===== src/rtca_pkg.sv =====
/*
 Package for the clock control, tick and alarm block: register map, field
 positions, reset values and timing figures. Assumes a 10 MHz system clock.
*/
// Overview of operation
// - With access enable low, counting and reads continue; writes other than to control are refused.
// - Control bit 3 high holds the count chain in reset; resets to zero.
// - Control bit 2 zero merges counters; one selects separate counters for test.
// - Control bit 1 zero uses the divided crystal; one uses raw crystal for test.
// - Each register decodes at its little-endian address, or three bytes higher in big-endian mode.
// - Tick bit 7 enables the tick interrupt; resets to zero.
// - Tick bits 6:0 hold the reload; the running copy is not readable.
// - Alarm match raises the clock interrupt, and wakeup too in power-down.
// - Alarm control bit 6 is the global alarm enable; resets to zero.
// - Alarm control bits 5..0 enable year, month, date, hour, minute, second.
// - Alarm second holds BCD tens in 6:4, units in 3:0; resets zero.
// - Alarm minute uses the seconds layout and resets to zero.
// - Alarm hour holds tens in 5:4, units in 3:0; resets zero.
// - Alarm date holds tens in 5:4, units in 3:0; resets to 01.
// - Alarm month holds tens in bit 4, units in 3:0; resets to 01.
// - Alarm year holds two BCD digits in 7:0; resets zero.
// - Tick interrupt period is reload plus one, in 1/128 second units.
// - Tick counter interrupts on reaching zero, then reloads.
package rtca_pkg;
   localparam logic [31:0] RTCA_ADDR_CONTROL  = 32'h57000040;
   localparam logic [31:0] RTCA_ADDR_TICK     = 32'h57000044;
   localparam logic [31:0] RTCA_ADDR_ALM_CTRL = 32'h57000050;
   localparam logic [31:0] RTCA_ADDR_ALM_SEC  = 32'h57000054;
   localparam logic [31:0] RTCA_ADDR_ALM_MIN  = 32'h57000058;
   localparam logic [31:0] RTCA_ADDR_ALM_HOUR = 32'h5700005c;
   localparam logic [31:0] RTCA_ADDR_ALM_DATE = 32'h57000060;
   localparam logic [31:0] RTCA_ADDR_ALM_MON  = 32'h57000064;
   localparam logic [31:0] RTCA_ADDR_ALM_YEAR = 32'h57000068;
   localparam logic [31:0] RTCA_BIG_OFFSET    = 32'h00000003;

   // Writable-bit masks; reserved bits are outside them
   localparam logic [7:0] RTCA_MASK_CONTROL  = 8'h0f;
   localparam logic [7:0] RTCA_MASK_TICK     = 8'hff;
   localparam logic [7:0] RTCA_MASK_ALM_CTRL = 8'h7f;
   localparam logic [7:0] RTCA_MASK_SEC      = 8'h7f;
   localparam logic [7:0] RTCA_MASK_HOUR     = 8'h3f;
   localparam logic [7:0] RTCA_MASK_MON      = 8'h1f;
   localparam logic [7:0] RTCA_MASK_YEAR     = 8'hff;

   localparam logic [7:0] RTCA_RESET_ZERO = 8'h00;
   localparam logic [7:0] RTCA_RESET_ONE  = 8'h01;

   localparam int RTCA_BIT_ACCESS_EN = 0;
   localparam int RTCA_BIT_CLK_SRC   = 1;
   localparam int RTCA_BIT_MERGE     = 2;
   localparam int RTCA_BIT_CHAIN_RST = 3;
   localparam int RTCA_BIT_TICK_IE   = 7;
   localparam int RTCA_BIT_ALM_ON    = 6;
   localparam int RTCA_BIT_YEAR_ON   = 5;
   localparam int RTCA_BIT_MON_ON    = 4;
   localparam int RTCA_BIT_DATE_ON   = 3;
   localparam int RTCA_BIT_HOUR_ON   = 2;
   localparam int RTCA_BIT_MIN_ON    = 1;
   localparam int RTCA_BIT_SEC_ON    = 0;

   localparam logic [6:0] RTCA_TICK_ZERO = 7'h00;
   // Crystal divide: 2^15 edges per second, tick at 128 Hz = 2^8 edges
   localparam int RTCA_DIV_BITS  = 15;
   localparam int RTCA_TICK_BIT  = 7;
   localparam logic [14:0] RTCA_DIV_ZERO = 15'h0000;

   typedef enum logic [2:0] {
      RTCA_BUS_IDLE  = 3'b001,
      RTCA_BUS_WRITE = 3'b010,
      RTCA_BUS_READ  = 3'b100
   } rtca_bus_e;
endpackage


===== src/rtca_top.sv =====
/*
 Control, tick and alarm registers of the real time clock. Byte accesses
 from the processor with address, write strobe, read strobe and endian mode.
 Assumes the time-of-day counters sit outside and present current BCD time.
*/
`timescale 1ns/1ns
`default_nettype none
module rtca_top
   import rtca_pkg::*;
(
   // Clock and reset
   input  wire logic        clk_sys,
   input  wire logic        reset,
   // Processor byte port
   input  wire logic [31:0] bus_addr,
   input  wire logic        bus_write,
   input  wire logic        bus_read,
   input  wire logic        bus_big_endian,
   input  wire logic [7:0]  bus_wdata,
   output logic [7:0]       bus_rdata,
   output logic             bus_rvalid,
   // Crystal and power state
   input  wire logic        xtal_edge,
   input  wire logic        power_down,
   // Current BCD time
   input  wire logic [7:0]  seconds_bcd,
   input  wire logic [7:0]  minutes_bcd,
   input  wire logic [7:0]  hours_bcd,
   input  wire logic [7:0]  day_of_month_bcd,
   input  wire logic [7:0]  month_bcd,
   input  wire logic [7:0]  year_bcd,
   // Controls for the time counters
   output logic             cpu_access_enable,
   output logic             count_chain_reset,
   output logic             counter_merge_select,
   output logic             count_clock_source,
   output logic             second_advance,
   // Interrupts
   output logic             tick_irq,
   output logic             alarm_irq,
   output logic             power_wakeup_request
);
   typedef struct packed {
      logic [7:0] rtc_control;
      logic [7:0] tick_control;
      logic [7:0] alarm_control;
      logic [7:0] alarm_second;
      logic [7:0] alarm_minute;
      logic [7:0] alarm_hour;
      logic [7:0] alarm_date;
      logic [7:0] alarm_month;
      logic [7:0] alarm_year;
      logic [7:0] rdata;
      logic       rvalid;
      logic       sec_adv;
      logic       tick_irq;
      logic       alarm_irq;
      logic       wakeup;
      logic       match_seen;
   } rtca_state_s;

   rtca_state_s st;
   rtca_state_s next_st;
   logic [31:0] le_addr;
   logic        wr_ok;
   logic        tick_load;
   logic [6:0]  tick_reload;
   logic        second_pulse;
   logic        tick_zero;
   logic [5:0]  field_ok;
   logic        alarm_match;
   rtca_bus_e   bus_op;

   // big-endian alias sits three bytes up
   assign le_addr = bus_big_endian ? (bus_addr - RTCA_BIG_OFFSET) : bus_addr;
   assign wr_ok = st.rtc_control[RTCA_BIT_ACCESS_EN];
   assign bus_op = bus_write ? RTCA_BUS_WRITE : (bus_read ? RTCA_BUS_READ : RTCA_BUS_IDLE);
   assign tick_load = (bus_op == RTCA_BUS_WRITE) && wr_ok && (le_addr == RTCA_ADDR_TICK);
   // A write reloads the count with the new byte; the register still holds the old one
   assign tick_reload = tick_load ? bus_wdata[6:0] : st.tick_control[6:0];

   rtca_tick u_tick (
      .clk_sys      (clk_sys),
      .reset        (reset),
      .xtal_edge    (xtal_edge),
      .chain_reset  (st.rtc_control[RTCA_BIT_CHAIN_RST]),
      .raw_clock    (st.rtc_control[RTCA_BIT_CLK_SRC]),
      .reload       (tick_reload),
      .reload_load  (tick_load),
      .second_pulse (second_pulse),
      .tick_zero    (tick_zero)
   );

   rtca_match u_m_sec  (.alarm_value(st.alarm_second), .time_value(seconds_bcd & RTCA_MASK_SEC),
      .field_on(st.alarm_control[RTCA_BIT_SEC_ON]), .field_ok(field_ok[0]));
   rtca_match u_m_min  (.alarm_value(st.alarm_minute), .time_value(minutes_bcd & RTCA_MASK_SEC),
      .field_on(st.alarm_control[RTCA_BIT_MIN_ON]), .field_ok(field_ok[1]));
   rtca_match u_m_hour (.alarm_value(st.alarm_hour), .time_value(hours_bcd & RTCA_MASK_HOUR),
      .field_on(st.alarm_control[RTCA_BIT_HOUR_ON]), .field_ok(field_ok[2]));
   rtca_match u_m_date (.alarm_value(st.alarm_date),
      .time_value(day_of_month_bcd & RTCA_MASK_HOUR),
      .field_on(st.alarm_control[RTCA_BIT_DATE_ON]), .field_ok(field_ok[3]));
   rtca_match u_m_mon  (.alarm_value(st.alarm_month), .time_value(month_bcd & RTCA_MASK_MON),
      .field_on(st.alarm_control[RTCA_BIT_MON_ON]), .field_ok(field_ok[4]));
   rtca_match u_m_year (.alarm_value(st.alarm_year), .time_value(year_bcd & RTCA_MASK_YEAR),
      .field_on(st.alarm_control[RTCA_BIT_YEAR_ON]), .field_ok(field_ok[5]));

   assign alarm_match = st.alarm_control[RTCA_BIT_ALM_ON] && (&field_ok);

   always_comb begin
      next_st         = st;
      next_st.rvalid  = 1'b0;
      next_st.sec_adv = second_pulse;
      next_st.tick_irq = tick_zero && st.tick_control[RTCA_BIT_TICK_IE];
      // Alarm pulses once when a match begins, so a held match is not repeated
      next_st.match_seen = alarm_match;
      next_st.alarm_irq = alarm_match && !st.match_seen;
      next_st.wakeup    = alarm_match && !st.match_seen && power_down;
      unique case (bus_op)
         RTCA_BUS_WRITE: begin
            if (wr_ok || (le_addr == RTCA_ADDR_CONTROL)) begin
               unique case (le_addr)
                  RTCA_ADDR_CONTROL:  next_st.rtc_control   = bus_wdata & RTCA_MASK_CONTROL;
                  RTCA_ADDR_TICK:     next_st.tick_control  = bus_wdata & RTCA_MASK_TICK;
                  RTCA_ADDR_ALM_CTRL: next_st.alarm_control = bus_wdata & RTCA_MASK_ALM_CTRL;
                  RTCA_ADDR_ALM_SEC:  next_st.alarm_second  = bus_wdata & RTCA_MASK_SEC;
                  RTCA_ADDR_ALM_MIN:  next_st.alarm_minute  = bus_wdata & RTCA_MASK_SEC;
                  RTCA_ADDR_ALM_HOUR: next_st.alarm_hour    = bus_wdata & RTCA_MASK_HOUR;
                  RTCA_ADDR_ALM_DATE: next_st.alarm_date    = bus_wdata & RTCA_MASK_HOUR;
                  RTCA_ADDR_ALM_MON:  next_st.alarm_month   = bus_wdata & RTCA_MASK_MON;
                  RTCA_ADDR_ALM_YEAR: next_st.alarm_year    = bus_wdata & RTCA_MASK_YEAR;
                  default: ;
               endcase
            end
         end
         RTCA_BUS_READ: begin
            next_st.rvalid = 1'b1;
            unique case (le_addr)
               RTCA_ADDR_CONTROL:  next_st.rdata = st.rtc_control;
               // reload reads back, not the running count
               RTCA_ADDR_TICK:     next_st.rdata = st.tick_control;
               RTCA_ADDR_ALM_CTRL: next_st.rdata = st.alarm_control;
               RTCA_ADDR_ALM_SEC:  next_st.rdata = st.alarm_second;
               RTCA_ADDR_ALM_MIN:  next_st.rdata = st.alarm_minute;
               RTCA_ADDR_ALM_HOUR: next_st.rdata = st.alarm_hour;
               RTCA_ADDR_ALM_DATE: next_st.rdata = st.alarm_date;
               RTCA_ADDR_ALM_MON:  next_st.rdata = st.alarm_month;
               RTCA_ADDR_ALM_YEAR: next_st.rdata = st.alarm_year;
               default:            next_st.rdata = RTCA_RESET_ZERO;
            endcase
         end
         RTCA_BUS_IDLE: ;
      endcase
   end

   always_ff @(posedge clk_sys or posedge reset) begin
      if (reset) begin
         st               <= '0;
         st.alarm_date    <= RTCA_RESET_ONE;
         st.alarm_month   <= RTCA_RESET_ONE;
      end else begin
         st <= next_st;
      end
   end

   // merge select passes to the counters
   assign counter_merge_select = st.rtc_control[RTCA_BIT_MERGE];
   assign cpu_access_enable    = st.rtc_control[RTCA_BIT_ACCESS_EN];
   assign count_chain_reset    = st.rtc_control[RTCA_BIT_CHAIN_RST];
   assign count_clock_source   = st.rtc_control[RTCA_BIT_CLK_SRC];
   assign second_advance       = st.sec_adv;
   assign tick_irq             = st.tick_irq;
   assign alarm_irq            = st.alarm_irq;
   assign power_wakeup_request = st.wakeup;
   assign bus_rdata            = st.rdata;
   assign bus_rvalid           = st.rvalid;
endmodule
`default_nettype wire


===== src/rtca_match.sv =====
/*
 One alarm field comparator. Assumes both bytes already have reserved bits
 cleared, so a plain compare is a BCD compare.
*/
`timescale 1ns/1ns
`default_nettype none
module rtca_match
   import rtca_pkg::*;
(
   // Field inputs
   input  wire logic [7:0] alarm_value,
   input  wire logic [7:0] time_value,
   input  wire logic       field_on,
   // Result
   output logic            field_ok
);
   assign field_ok = !field_on || (alarm_value == time_value);
endmodule
`default_nettype wire


===== src/rtca_tick.sv =====
/*
 Crystal prescaler and tick down-counter. Assumes xtal_edge is a one-cycle
 pulse per crystal period, synchronous to clk_sys.
*/
`timescale 1ns/1ns
`default_nettype none
module rtca_tick
   import rtca_pkg::*;
(
   // Clock and reset
   input  wire logic       clk_sys,
   input  wire logic       reset,
   // Controls
   input  wire logic       xtal_edge,
   input  wire logic       chain_reset,
   input  wire logic       raw_clock,
   input  wire logic [6:0] reload,
   input  wire logic       reload_load,
   // Events
   output logic            second_pulse,
   output logic            tick_zero
);
   typedef struct packed {
      logic [14:0] div;
      logic [6:0]  count;
   } rtca_tick_s;

   rtca_tick_s st;
   rtca_tick_s next_st;
   logic       tick_edge;
   logic       div_wrap;

   always_comb begin
      next_st   = st;
      div_wrap  = xtal_edge && (st.div == {RTCA_DIV_BITS{1'b1}});
      tick_edge = xtal_edge && (st.div[RTCA_TICK_BIT:0] == {(RTCA_TICK_BIT+1){1'b1}});
      tick_zero = tick_edge && (st.count == RTCA_TICK_ZERO);
      second_pulse = raw_clock ? xtal_edge : div_wrap;
      if (xtal_edge) begin
         next_st.div = st.div + 15'h0001;
      end
      if (tick_edge) begin
         if (st.count == RTCA_TICK_ZERO) begin
            next_st.count = reload;
         end else begin
            next_st.count = st.count - 7'h01;
         end
      end
      if (reload_load) begin
         next_st.count = reload;
      end
      if (chain_reset) begin
         next_st.div  = RTCA_DIV_ZERO;
         second_pulse = 1'b0;
         tick_zero    = 1'b0;
      end
   end

   always_ff @(posedge clk_sys or posedge reset) begin
      if (reset) begin
         st <= '0;
      end else begin
         st <= next_st;
      end
   end
endmodule
`default_nettype wire


===== config.mk =====
export PLATFORM = sky130hd
export DESIGN_NAME = rtca_top
export DESIGN_NICKNAME = d
export VERILOG_FILES = /design/src/rtca_pkg.sv /design/src/rtca_top.sv /design/src/rtca_match.sv /design/src/rtca_tick.sv
export SDC_FILE = /design/constraint.sdc
export NUM_CORES = 1
export LEC_CHECK = 0
export ABC_AREA = 1
export BUFFER_PORTS_ARGS = -buffer_cell sky130_fd_sc_hd__buf_4
export CAP_MARGIN = 0
export CORE_MARGIN = 5
export CORE_UTILIZATION = 42
export CTS_CLUSTER_DIAMETER = 200
export DETAILED_ROUTE_END_ITERATION = 16
export SLEW_MARGIN = 20
export SYNTH_ARGS = -nofsm -noshare
export SYNTH_HDL_FRONTEND = slang
export SYNTH_SLANG_ARGS = --single-unit

===== constraint.sdc =====
create_clock -name clk_sys -period 8.3 [get_ports clk_sys]
set_input_delay 1.66 -clock clk_sys [delete_from_list [all_inputs] [get_ports clk_sys]]
set_output_delay 1.66 -clock clk_sys [all_outputs]
set_load 0.01 [all_outputs]

-- Yosys cells after proc, flatten, opt, wreduce, memory -nomap -nowiden
Index checks and enable logic that the tools add are counted.
- register bits: 94
- input bits: 95
- output and inout bits: 17
- word-level logic and storage cells: 90
- add/subtract/negate cells: 3
- eq/ne operators: 19
- multiplexer cells: 14
- reduce and logical (&&, ||, !) cells: 36
- operators with widths (operator ; count):
    equality test 32 x 31 -> 1 bit (second input constant) ; 9
    one-hot mux 8 bit (9 select lines) ; 1
    2-to-1 mux 32 bit ; 1
    subtractor 32 x 2 -> 32 bit (second input constant) ; 1
    2-to-1 mux 15 bit ; 2
    2-to-1 mux 7 bit ; 4
    AND reduction 3 bit ; 9
    adder 15 x 1 -> 15 bit (second input constant) ; 1
    equality test 15 bit (second input constant) ; 1
    equality test 7 bit ; 2
    equality test 6 bit ; 2
    logical AND 1 bit ; 9
    equality test 8 bit ; 1
    equality test 8 bit (second input constant) ; 1
    logical NOT 1 bit ; 7
    logical NOT 7 bit ; 1
    logical OR 1 bit ; 7
    subtractor 7 x 1 -> 7 bit (second input constant) ; 1
    2-to-1 mux 3 bit ; 2
    AND reduction 6 bit ; 1
    equality test 5 bit ; 1
    2-to-1 mux 1 bit ; 4
    nonzero test 2 bit ; 2
    equality test 3 x 2 -> 1 bit (second input constant) ; 1
    equality test 3 bit (second input constant) ; 1

-- Depth between registers and ports, before layout
Gate-level depths: netlist of the first run.
- word-level depth: 9
- mapped depth: 21
- depth with buffers taken out: 19

-- Cells and area by module
Synthesis of the first run repeated with hierarchy kept, for this count alone.
- cells, all modules: 1102
- area total of the unflattened synthesis: 7096.8 sq um
- modules (own cells, without submodules) (module ; times used ; cells an instance ; area an instance (sq um)):
    rtca_top ; 1 ; 683 ; 4772.1
    rtca_tick ; 1 ; 203 ; 1423.9
    rtca_match ; 6 ; 36 ; 150.1

-- Least setup slack after synthesis of the first run
Ideal clock, no wire load.
- kind: in2reg
- from: input bus_addr[0]
- to: register st[14] (netlist bit)
- library setup time: 0.125 ns
- arrival: 3.649 ns
- required time: 8.175 ns
- slack: 4.526 ns
- cell stages on the path: 17
- path buffers: 2
- cell sequence: ha_1 > nor2_1 > nand2_2 > nor2_4 > buf_6 > nand3_1 > nand2_1 > nand3_1 > nor2_2 > nand3_1 > nor2_2 > nand3_4 > nand2_8 > nand3_4 > buf_6 > nand2_1 > o21ai_2
- word-level cells in the longest chain between the ends: 5
- RTL lines (item ; RTL line ; source):
    from (decl) ; rtca_top.sv:15 ; input wire logic [31:0] bus_addr,
    subtractor 32 x 2 -> 32 bit ; rtca_top.sv:75 ; assign le_addr = bus_big_endian ? (bus_addr - RTCA_BIG_OFFSET) : bus_addr;
    2-to-1 mux 32 bit * ; rtca_top.sv:75 ;
    equality test 32 x 31 -> 1 bit ; rtca_top.sv:121 ; if (wr_ok || (le_addr == RTCA_ADDR_CONTROL)) begin
    logical OR 1 bit ; rtca_top.sv:121 ;
    AND reduction 3 bit (no line) * ; n/a ;
    to (signal assigned) ; rtca_top.sv:162 ; st <= next_st;
    to (decl) ; rtca_top.sv:62 ; rtca_state_s st;
Every way passes the cells marked *; elsewhere a longest branch is shown, timed or not.
A chain may end at the register's enable or synchronous reset.

-- Final worst setup path of the first run
- from: input bus_addr[0]
- to: register u_tick.st[0] (netlist bit)
- word-level cells in the longest chain between the ends: 8
- RTL lines (item ; RTL line ; source):
    subtractor 32 x 2 -> 32 bit ; rtca_top.sv:75 ;
    2-to-1 mux 32 bit * ; rtca_top.sv:75 ;
    equality test 32 x 31 -> 1 bit * ; rtca_top.sv:78 ; assign tick_load = (bus_op == RTCA_BUS_WRITE) && wr_ok && (le_addr == RTCA_ADDR_TICK);
    logical AND 1 bit * ; rtca_top.sv:78 ;
    2-to-1 mux 7 bit ; rtca_top.sv:80 ; assign tick_reload = tick_load ? bus_wdata[6:0] : st.tick_control[6:0];
    2-to-1 mux 7 bit ; rtca_tick.sv:43 ; if (st.count == RTCA_TICK_ZERO) begin
    2-to-1 mux 7 bit ; rtca_tick.sv:42 ; if (tick_edge) begin
    2-to-1 mux 7 bit ; rtca_tick.sv:49 ; if (reload_load) begin
    to (signal assigned) ; rtca_tick.sv:63 ; st <= next_st;
    to (decl) ; rtca_tick.sv:28 ; rtca_tick_s st;
Every way passes the cells marked *; elsewhere a longest branch is shown, timed or not. The select of a mux whose other input is x is not followed.

==> impl_summary.log, run 1 <==
[metrics] yosys synthesis warning count: 0
[metrics] combined global-route utilization of all metal layers: 21.2%
[metrics] fraction of registers with async set/reset: 100%
[metrics] clock root buffer: clkbuf_16
[metrics] worst clock skew: 0.00927 ns
[metrics] Final Hold Violating Endpoints: 0
[metrics] wire length after detailed routing: 19000 um
[metrics] number of nets in the layout: 1155
[metrics] setup repair after global routing missed its margin: no
[metrics] Filler cells: 1574
[metrics] antenna violations before repair: 0
[metrics] overall overflow remaining after global route: 0
[metrics] drt wl/cell: 14.9 um
[metrics] summed negative setup slack over all endpoints: 0 ns
[metrics] number of nets with antenna violations after detailed routing: 0
[metrics] post-route cell area: 0.00774 mm2
[metrics] endpoint kind of the worst setup timing path: register
[metrics] transition time of the tightest slew-check pin: 0.790 ns
[metrics] worst hold path class: register to register
[metrics] placed instance count: 1257
[metrics] vias per inst: 5.01
[metrics] minimum period implied by the final worst setup slack: 4.69 ns
[metrics] path type of the worst setup path: input pin to register
[metrics] total number of H-tree levels: 3
[metrics] maximum number of pins on one net before global-route repair: 51
[metrics] total vias in the final route: 6381
[metrics] area delta synth->final: 17.8%
[metrics] Final period util: 56.5%
[metrics] number of failing setup endpoints in the final timing report: 0
[metrics] clock transition at the register clock pins on the worst setup and hold paths after CTS: 0.07 ns
[metrics] Hold WS: 0.429 ns
[metrics] total number of clock tree sinks: 94
[metrics] required time reported for the critical path endpoint: 8.51 ns
[metrics] filler-free cell count of the finished design: 1273
[metrics] Starting Density: 43.1%
[metrics] die boundary width: 135 um
[metrics] Max Transition Viols Final: 0
[metrics] maximum frequency from static timing analysis: 213 MHz
[metrics] Antenna Diode Count: 0
[metrics] Distinct cells, synth: 46
[metrics] top cell type's share of synthesized area: 35.0%
[metrics] standard-cell rows: 45
[metrics] Gate Count Post-Synth: 966
[metrics] post-cts hold buffer count: 0
[metrics] top area cells in the synthesized netlist: dfrtp_1, nand2_1, nor2_1
[metrics] maximum clock path buffer count: 2
[metrics] floorplan die area: 0.0183 mm2
[metrics] Worst-Skew Late Latency: 0.35 ns
[metrics] TritonCTS clock tree: built
[metrics] wire length of the first global-routing pass: 30700 um
[metrics] biggest area consumer among synthesized cells: dfrtp_1
[metrics] share of final-layout standard cells stronger than drive strength 1: 15.4%
[metrics] portion of the post-synthesis area used by sequential elements: 35.8%
[metrics] count of port buffers added during placement: 102
[metrics] drt first pass iters: 5
[metrics] critical-path maximum fanout: 44
[metrics] worst voltage drop across the vdd grid: 0.0830 mV
[metrics] Post-Syn Nets: 1064
[metrics] number of setup buffers added after CTS: 0
[metrics] most frequent cell after synthesis: nand2_1
[metrics] data arrival time of the critical path: 4.90 ns
[metrics] cell area after synthesis: 0.00658 mm2
[metrics] cell area after placement: 0.00745 mm2
[metrics] Detailed Place HPWL: 14800 um
[metrics] height of the die: 135 um
[metrics] GP Congestion: 0.918
[metrics] power density over the cells: 136 mW/mm2
[metrics] number of flops mapped to enable cells by yosys: 0
[metrics] predominant post-synthesis flop cell: dfrtp_1
[metrics] vias in the first global route: 6079
[metrics] worst slew margin relative to its limit: 47.3%
[metrics] DRC viols: 0
[metrics] Commonest cells post-synth: nand2_1, nor2_1, inv_1
[metrics] leakage dissipation: 3.76 nW
[metrics] CTS Buf Count: 9
[metrics] outcome: finished, final reports clean
[metrics] nature of the critical path startpoint: input pin
[metrics] Syn Area/Cell: 6.81 um2
[metrics] placeable core region: 0.0153 mm2
[metrics] post-cts resize count: 0
[metrics] Starting DRT DRC Count: 449
[metrics] post-synthesis sequential element count: 94
[metrics] I/O pin total: 112
[metrics] count of maximum capacitance violations: 0
## sequential cells by signal, indices dropped and copies added, names as in the netlist
signal	flops
alarm_irq	1
bus_rdata	8
bus_rvalid	1
count_chain_reset	1
count_clock_source	1
counter_merge_select	1
cpu_access_enable	1
power_wakeup_request	1
second_advance	1
st	55
tick_irq	1
u_tick.st	22
## final cells by class
type                            count  area, um2  area share [%]
Clock buffer                        9        225            2.91
Clock inverter                      7       72.6           0.937
Inverter                          120        454            5.87
Multi-Input combinational cell    729       3600            46.5
Sequential cell                    94       2350            30.4
Tap cell                          211        264            3.41
Timing Repair Buffer              103        773            9.99
## where the power goes
part           switching, mW  internal (mW)
clock network          0.188          0.234
logic                 0.0887         0.0586
registers             0.0110          0.473
total                  0.287          0.766
## per-stage QoR
step / setup slack [ns] / power (mW) / util [%]
finish: 3.61 / 1.05 / 50.8
global route: 3.22 / 1.11 / 50.8
CTS: 3.58 / 1.06 / 50.8
detailed placement: 3.21 / 0.641 / 48.8
global placement: 3.24 / 0.640 / 48.8
floorplan: 4.19 / 0.574 / -
## worst max-delay path: stages
cell	delay (ns)
buf_4	0.12
ha_1	0.20
nor2_1	0.13
nand2_2	0.08
nor2_4	0.28
nand2_1	0.16
nor2_1	0.20
nand3_1	0.10
nand2_1	0.14
nand3b_1	0.19
nor2_8	0.53
nand3_1	0.57
nand2_1	0.21
inv_1	0.13
nand2_1	0.08
o211ai_1	0.09
## cells by family after synthesis
| kind of cell | synth area share [%] |
|---|---|
| simple gates | 38.5 |
| flops | 35.8 |
| fa+ha+maj | 0.571 |
| compound gates | 10.3 |
| buf+inv | 9.44 |
| xor+xnor | 5.46 |
## path summary, 6_finish.rpt
check,start,endpoint,slack [ns],cells after the start
setup / recovery,bus_addr[0],u_tick.st[0],3.61,16
hold / removal,st[0],alarm_irq,0.43,1
setup reg to reg,u_tick.st[0],u_tick.st[5],5.89,10
hold reg to reg,st[0],alarm_irq,0.43,1
max in group asynchronous,reset,st[16],5.71,3
min in group asynchronous,reset,tick_irq,1.43,2
## per-layer routing
layer,global-route usage (%),share of wire (%)
met1,28.4,46
met2,35.0,46
met3,3.69,5.5
met4,6.89,2.7
met5,0,0
## layout by cell type, fill, tap and decap left out, types with 4 or more instances in the layout
cell type  instances
a21oi_1           12
o2111ai_1          5
clkbuf_16          9
nor4_1             4
nand4_1           22
inv_1            111
buf_4            103
nand2_1          273
nor2_1           135
o211ai_1           7
o21ai_0           28
xor2_1            21
nand3_1           80
xnor2_1           20
dfrtp_1           92
nor2_2            10
nor3b_1            5
nor3_1            12
inv_2              4
o21ai_1           45
nor2_4             4
o21ai_2            7
nand2_2            5
(Power assumes the default switching activity.)
==> inputs of run 2 (changes only) <==
ABC_AREA = 0   (was 1)
clock period = 4.35 ns   (was 8.3 ns; I/O delays follow)
==> run 2 against run 1 <==
Count of clock-buffer cells in the layout is 4 higher. Worst setup slack worse by 3.1 ns. Combinational power is 100% higher. First-iteration DRC count is 22% lower. Sequential cell count stayed put. Critical path depth is 5 lower. Critical endpoint is now st[77]. Largest cell class unchanged.
==> impl_summary.log, run 2 <==
[metrics] top library cells by usage in the layout, fill and taps aside: buf_4, dfrtp_1, mux2_2
[metrics] Distinct cells, synth: 76 (+65%)
[metrics] DRC viols: 0 (unchanged)
[metrics] wire length after detailed routing: 18200 um (-4.1%)
[metrics] simple logic cell fraction of the synthesized area: 22.3% (-16 points)
[metrics] CTS Buf Count: 9 (unchanged)
[metrics] Max Transition Viols Final: 0 (unchanged)
[metrics] post-cts hold buffer count: 0 (unchanged)
[metrics] antenna violations before repair: 0 (unchanged)
[metrics] Starting Density: 42.4% (-0.71 points)
[metrics] adder and majority gate portion of the synthesized area: 0.614% (+0.043 points)
[metrics] critical-path maximum fanout: 9 (-80%)
[metrics] maximum frequency from static timing analysis: 263 MHz
[metrics] number of failing setup endpoints in the final timing report: 0 (unchanged)
[metrics] synthesized-area fraction occupied by ao, oa, aoi and oai cells: 12.6% (+2.3 points)
[metrics] Filler cells: 1375 (-13%)
[metrics] floorplan die area: 0.0171 mm2 (-6.5%)
[metrics] yosys synthesis warning count: 0 (unchanged)
[metrics] Gate Count Post-Synth: 615 (-36%)
[metrics] total power: 2.05 mW (+94%)
[metrics] path type of the worst setup path: input pin to register
[metrics] nature of the critical path startpoint: input pin
[metrics] count of maximum capacitance violations: 0 (unchanged)
[metrics] post-route cell area: 0.00745 mm2 (-3.8%)
[metrics] post-synthesis sequential element count: 94 (unchanged)
[metrics] clock transition at the register clock pins on the worst setup and hold paths after CTS: 0.07 ns (about the same)
[metrics] die boundary width: 131 um (-3.3%)
[metrics] total number of clock tree sinks: 94 (unchanged)
[metrics] Setup Slack @ Placement: 0.206 ns (-3.00 ns)
[metrics] worst hold path class: register to register
[metrics] multiplexer share of the synthesized area: 13.8% (+14 points)
[metrics] most frequent cell after synthesis: dfrtp_1
[metrics] count of port buffers added during placement: 102 (unchanged)
[metrics] cell area after synthesis: 0.00611 mm2 (-7.0%)
[metrics] Worst-Skew Late Latency: 0.35 ns (about the same)
[metrics] required time reported for the critical path endpoint: 4.59 ns (-3.92 ns)
[metrics] Final period util: 87.5%
[metrics] total number of H-tree levels: 3 (unchanged)
[metrics] post-cts resize count: 0 (unchanged)
[metrics] fraction of registers with async set/reset: 100% (unchanged)
[metrics] maximum number of pins on one net before global-route repair: 95 (+86%)
[metrics] combined global-route utilization of all metal layers: 21.6% (+0.40 points)
[metrics] worst slew margin relative to its limit: 51.9% (+4.6 points)
[metrics] predominant post-synthesis flop cell: dfrtp_1
[metrics] outcome: finished, final reports clean
[metrics] total vias in the final route: 5317 (-17%)
[metrics] GP Congestion: 0.911 (-0.81%)
[metrics] number of setup buffers added after CTS: 0 (unchanged)
[metrics] Starting DRT DRC Count: 349 (-22%)
[metrics] Final Hold Violating Endpoints: 0 (unchanged)
[metrics] setup repair after global routing missed its margin: no
[metrics] Post-Syn Nets: 713 (-33%)
[metrics] cell area after placement: 0.00715 mm2 (-4.0%)
[metrics] overall overflow remaining after global route: 0 (unchanged)
[metrics] worst clock skew: 0.00610 ns (-0.00318 ns)
[metrics] TritonCTS clock tree: built
[metrics] number of flops mapped to enable cells by yosys: 0 (unchanged)
[metrics] maximum clock path buffer count: 2 (unchanged)
[metrics] endpoint kind of the worst setup timing path: register
[metrics] height of the die: 131 um (-3.3%)
[metrics] leakage dissipation: 3.30 nW (-12%)
[metrics] worst voltage drop across the vdd grid: 0.239 mV (+190%)
[metrics] most common cell after layout, fill and taps aside: buf_4
[metrics] transition time of the tightest slew-check pin: 0.704 ns (-0.0862 ns)
[metrics] largest family of logic cells by synthesized area: simple AND/OR/NAND/NOR gates
[metrics] number of nets with antenna violations after detailed routing: 0 (unchanged)
[metrics] top cell type's share of synthesized area: 37.7% (+2.6 points)
[metrics] Commonest cells post-synth: dfrtp_1, mux2_2, nand2_1
[metrics] summed negative setup slack over all endpoints: 0 ns (unchanged)
[metrics] standard-cell rows: 44 (-2.2%)
[metrics] Top reg by flops: st
[metrics] biggest area consumer among synthesized cells: dfrtp_1
[metrics] I/O pin total: 112 (unchanged)
[metrics] vias per inst: 5.86 (+17%)
[metrics] area delta synth->final: 21.9%
[metrics] clock root buffer: clkbuf_16
[metrics] wire length of the first global-routing pass: 28500 um (-7.1%)
[metrics] placeable core region: 0.0144 mm2 (-5.5%)
[metrics] number of flip-flops in the largest register: 55 (unchanged)
[metrics] data arrival time of the critical path: 4.04 ns (-0.86 ns)
[metrics] drt first pass iters: 4 (-1)
[metrics] share of final-layout standard cells stronger than drive strength 1: 31.8% (+16 points)
[metrics] area share of xor/xnor cells in the synthesized design: 8.45% (+3.0 points)
[metrics] Antenna Diode Count: 0 (unchanged)
[metrics] Detailed Place HPWL: 14000 um (-5.9%)
[metrics] number of nets in the layout: 817 (-29%)
[metrics] power density over the cells: 275 mW/mm2 (+100%)
[metrics] final worst slack: 0.546 ns (-3.06 ns)
[metrics] top area cells in the synthesized netlist: dfrtp_1, mux2_2, xnor2_1
[metrics] minimum setup slack among reg-to-reg paths: 2.11 ns (-3.78 ns)
[metrics] portion of the post-synthesis area used by sequential elements: 38.5% (+2.7 points)
[metrics] Syn Area/Cell: 9.94 um2 (+46%)
[metrics] minimum period implied by the final worst setup slack: 3.80 ns
[metrics] drt wl/cell: 20.1 um (+35%)
[metrics] vias in the first global route: 5373 (-12%)
[run 2: cell families after synthesis]
group,after synthesis
compound gates,104
xor+xnor,59
fa+ha+maj,3
buf+inv,48
flops,94
mux,75
simple gates,232
[run 2: cell type report]
| cell class | count | area (um2) | area share, % |
|---|---|---|---|
| sequential | 94 | 2350 | 31.6 |
| timing repair buffer | 127 | 978 | 13.1 |
| clock buffer | 13 | 260 | 3.49 |
| tap | 184 | 230 | 3.09 |
| clock inverter | 3 | 45.0 | 0.604 |
| inverter | 14 | 53.8 | 0.722 |
| multi-input combinational | 473 | 3530 | 47.4 |
[run 2: worst paths after layout]
check,startpoint,endpoint,cells past startpoint
max in group asynchronous,reset,st[41],3
worst max-delay path,bus_addr[2],st[77],11
worst max register to register,u_tick.st[7],u_tick.st[0],6
worst min register to register,st[0],alarm_irq,1
worst min-delay path,st[0],alarm_irq,1
min in group asynchronous,reset,u_tick.st[8],3
[run 2: per-stage QoR]
| stage | util, % | cells | hold WS [ns] |
|---|---|---|---|
| final | 51.7 | 908 | 0.430 |
| after CTS | 51.7 | 908 | 0.440 |
| after global routing | 51.7 | 908 | 0.464 |
| after global placement | 49.5 | 892 | 0.411 |
| after detailed placement | 49.5 | 892 | 0.431 |
| after floorplan | - | 615 | 0.394 |
[run 2: routing by layer]
layer	global-route usage [%]	part of all wire, %
met5	0	0
met4	5.87	1.8
met3	5.73	6.6
met2	35.0	47
met1	28.8	44
[run 2: where the power goes]
| group | total [mW] | leakage [nW] | internal (mW) | switching (mW) |
|---|---|---|---|---|
| clock | 0.806 | 0.142 | 0.477 | 0.329 |
| combinational | 0.296 | 1.86 | 0.130 | 0.166 |
| sequential | 0.944 | 1.29 | 0.907 | 0.0368 |
[run 2: critical path, cell delays in order]
cell      delay [ns]
buf_4           0.14
or4b_1          0.57
buf_4           0.19
nor4_1          0.47
a21boi_0        0.18
nor3_1          0.62
nor4_4          0.11
buf_4           0.21
and4_1          0.23
buf_12          0.15
mux2_1          0.30
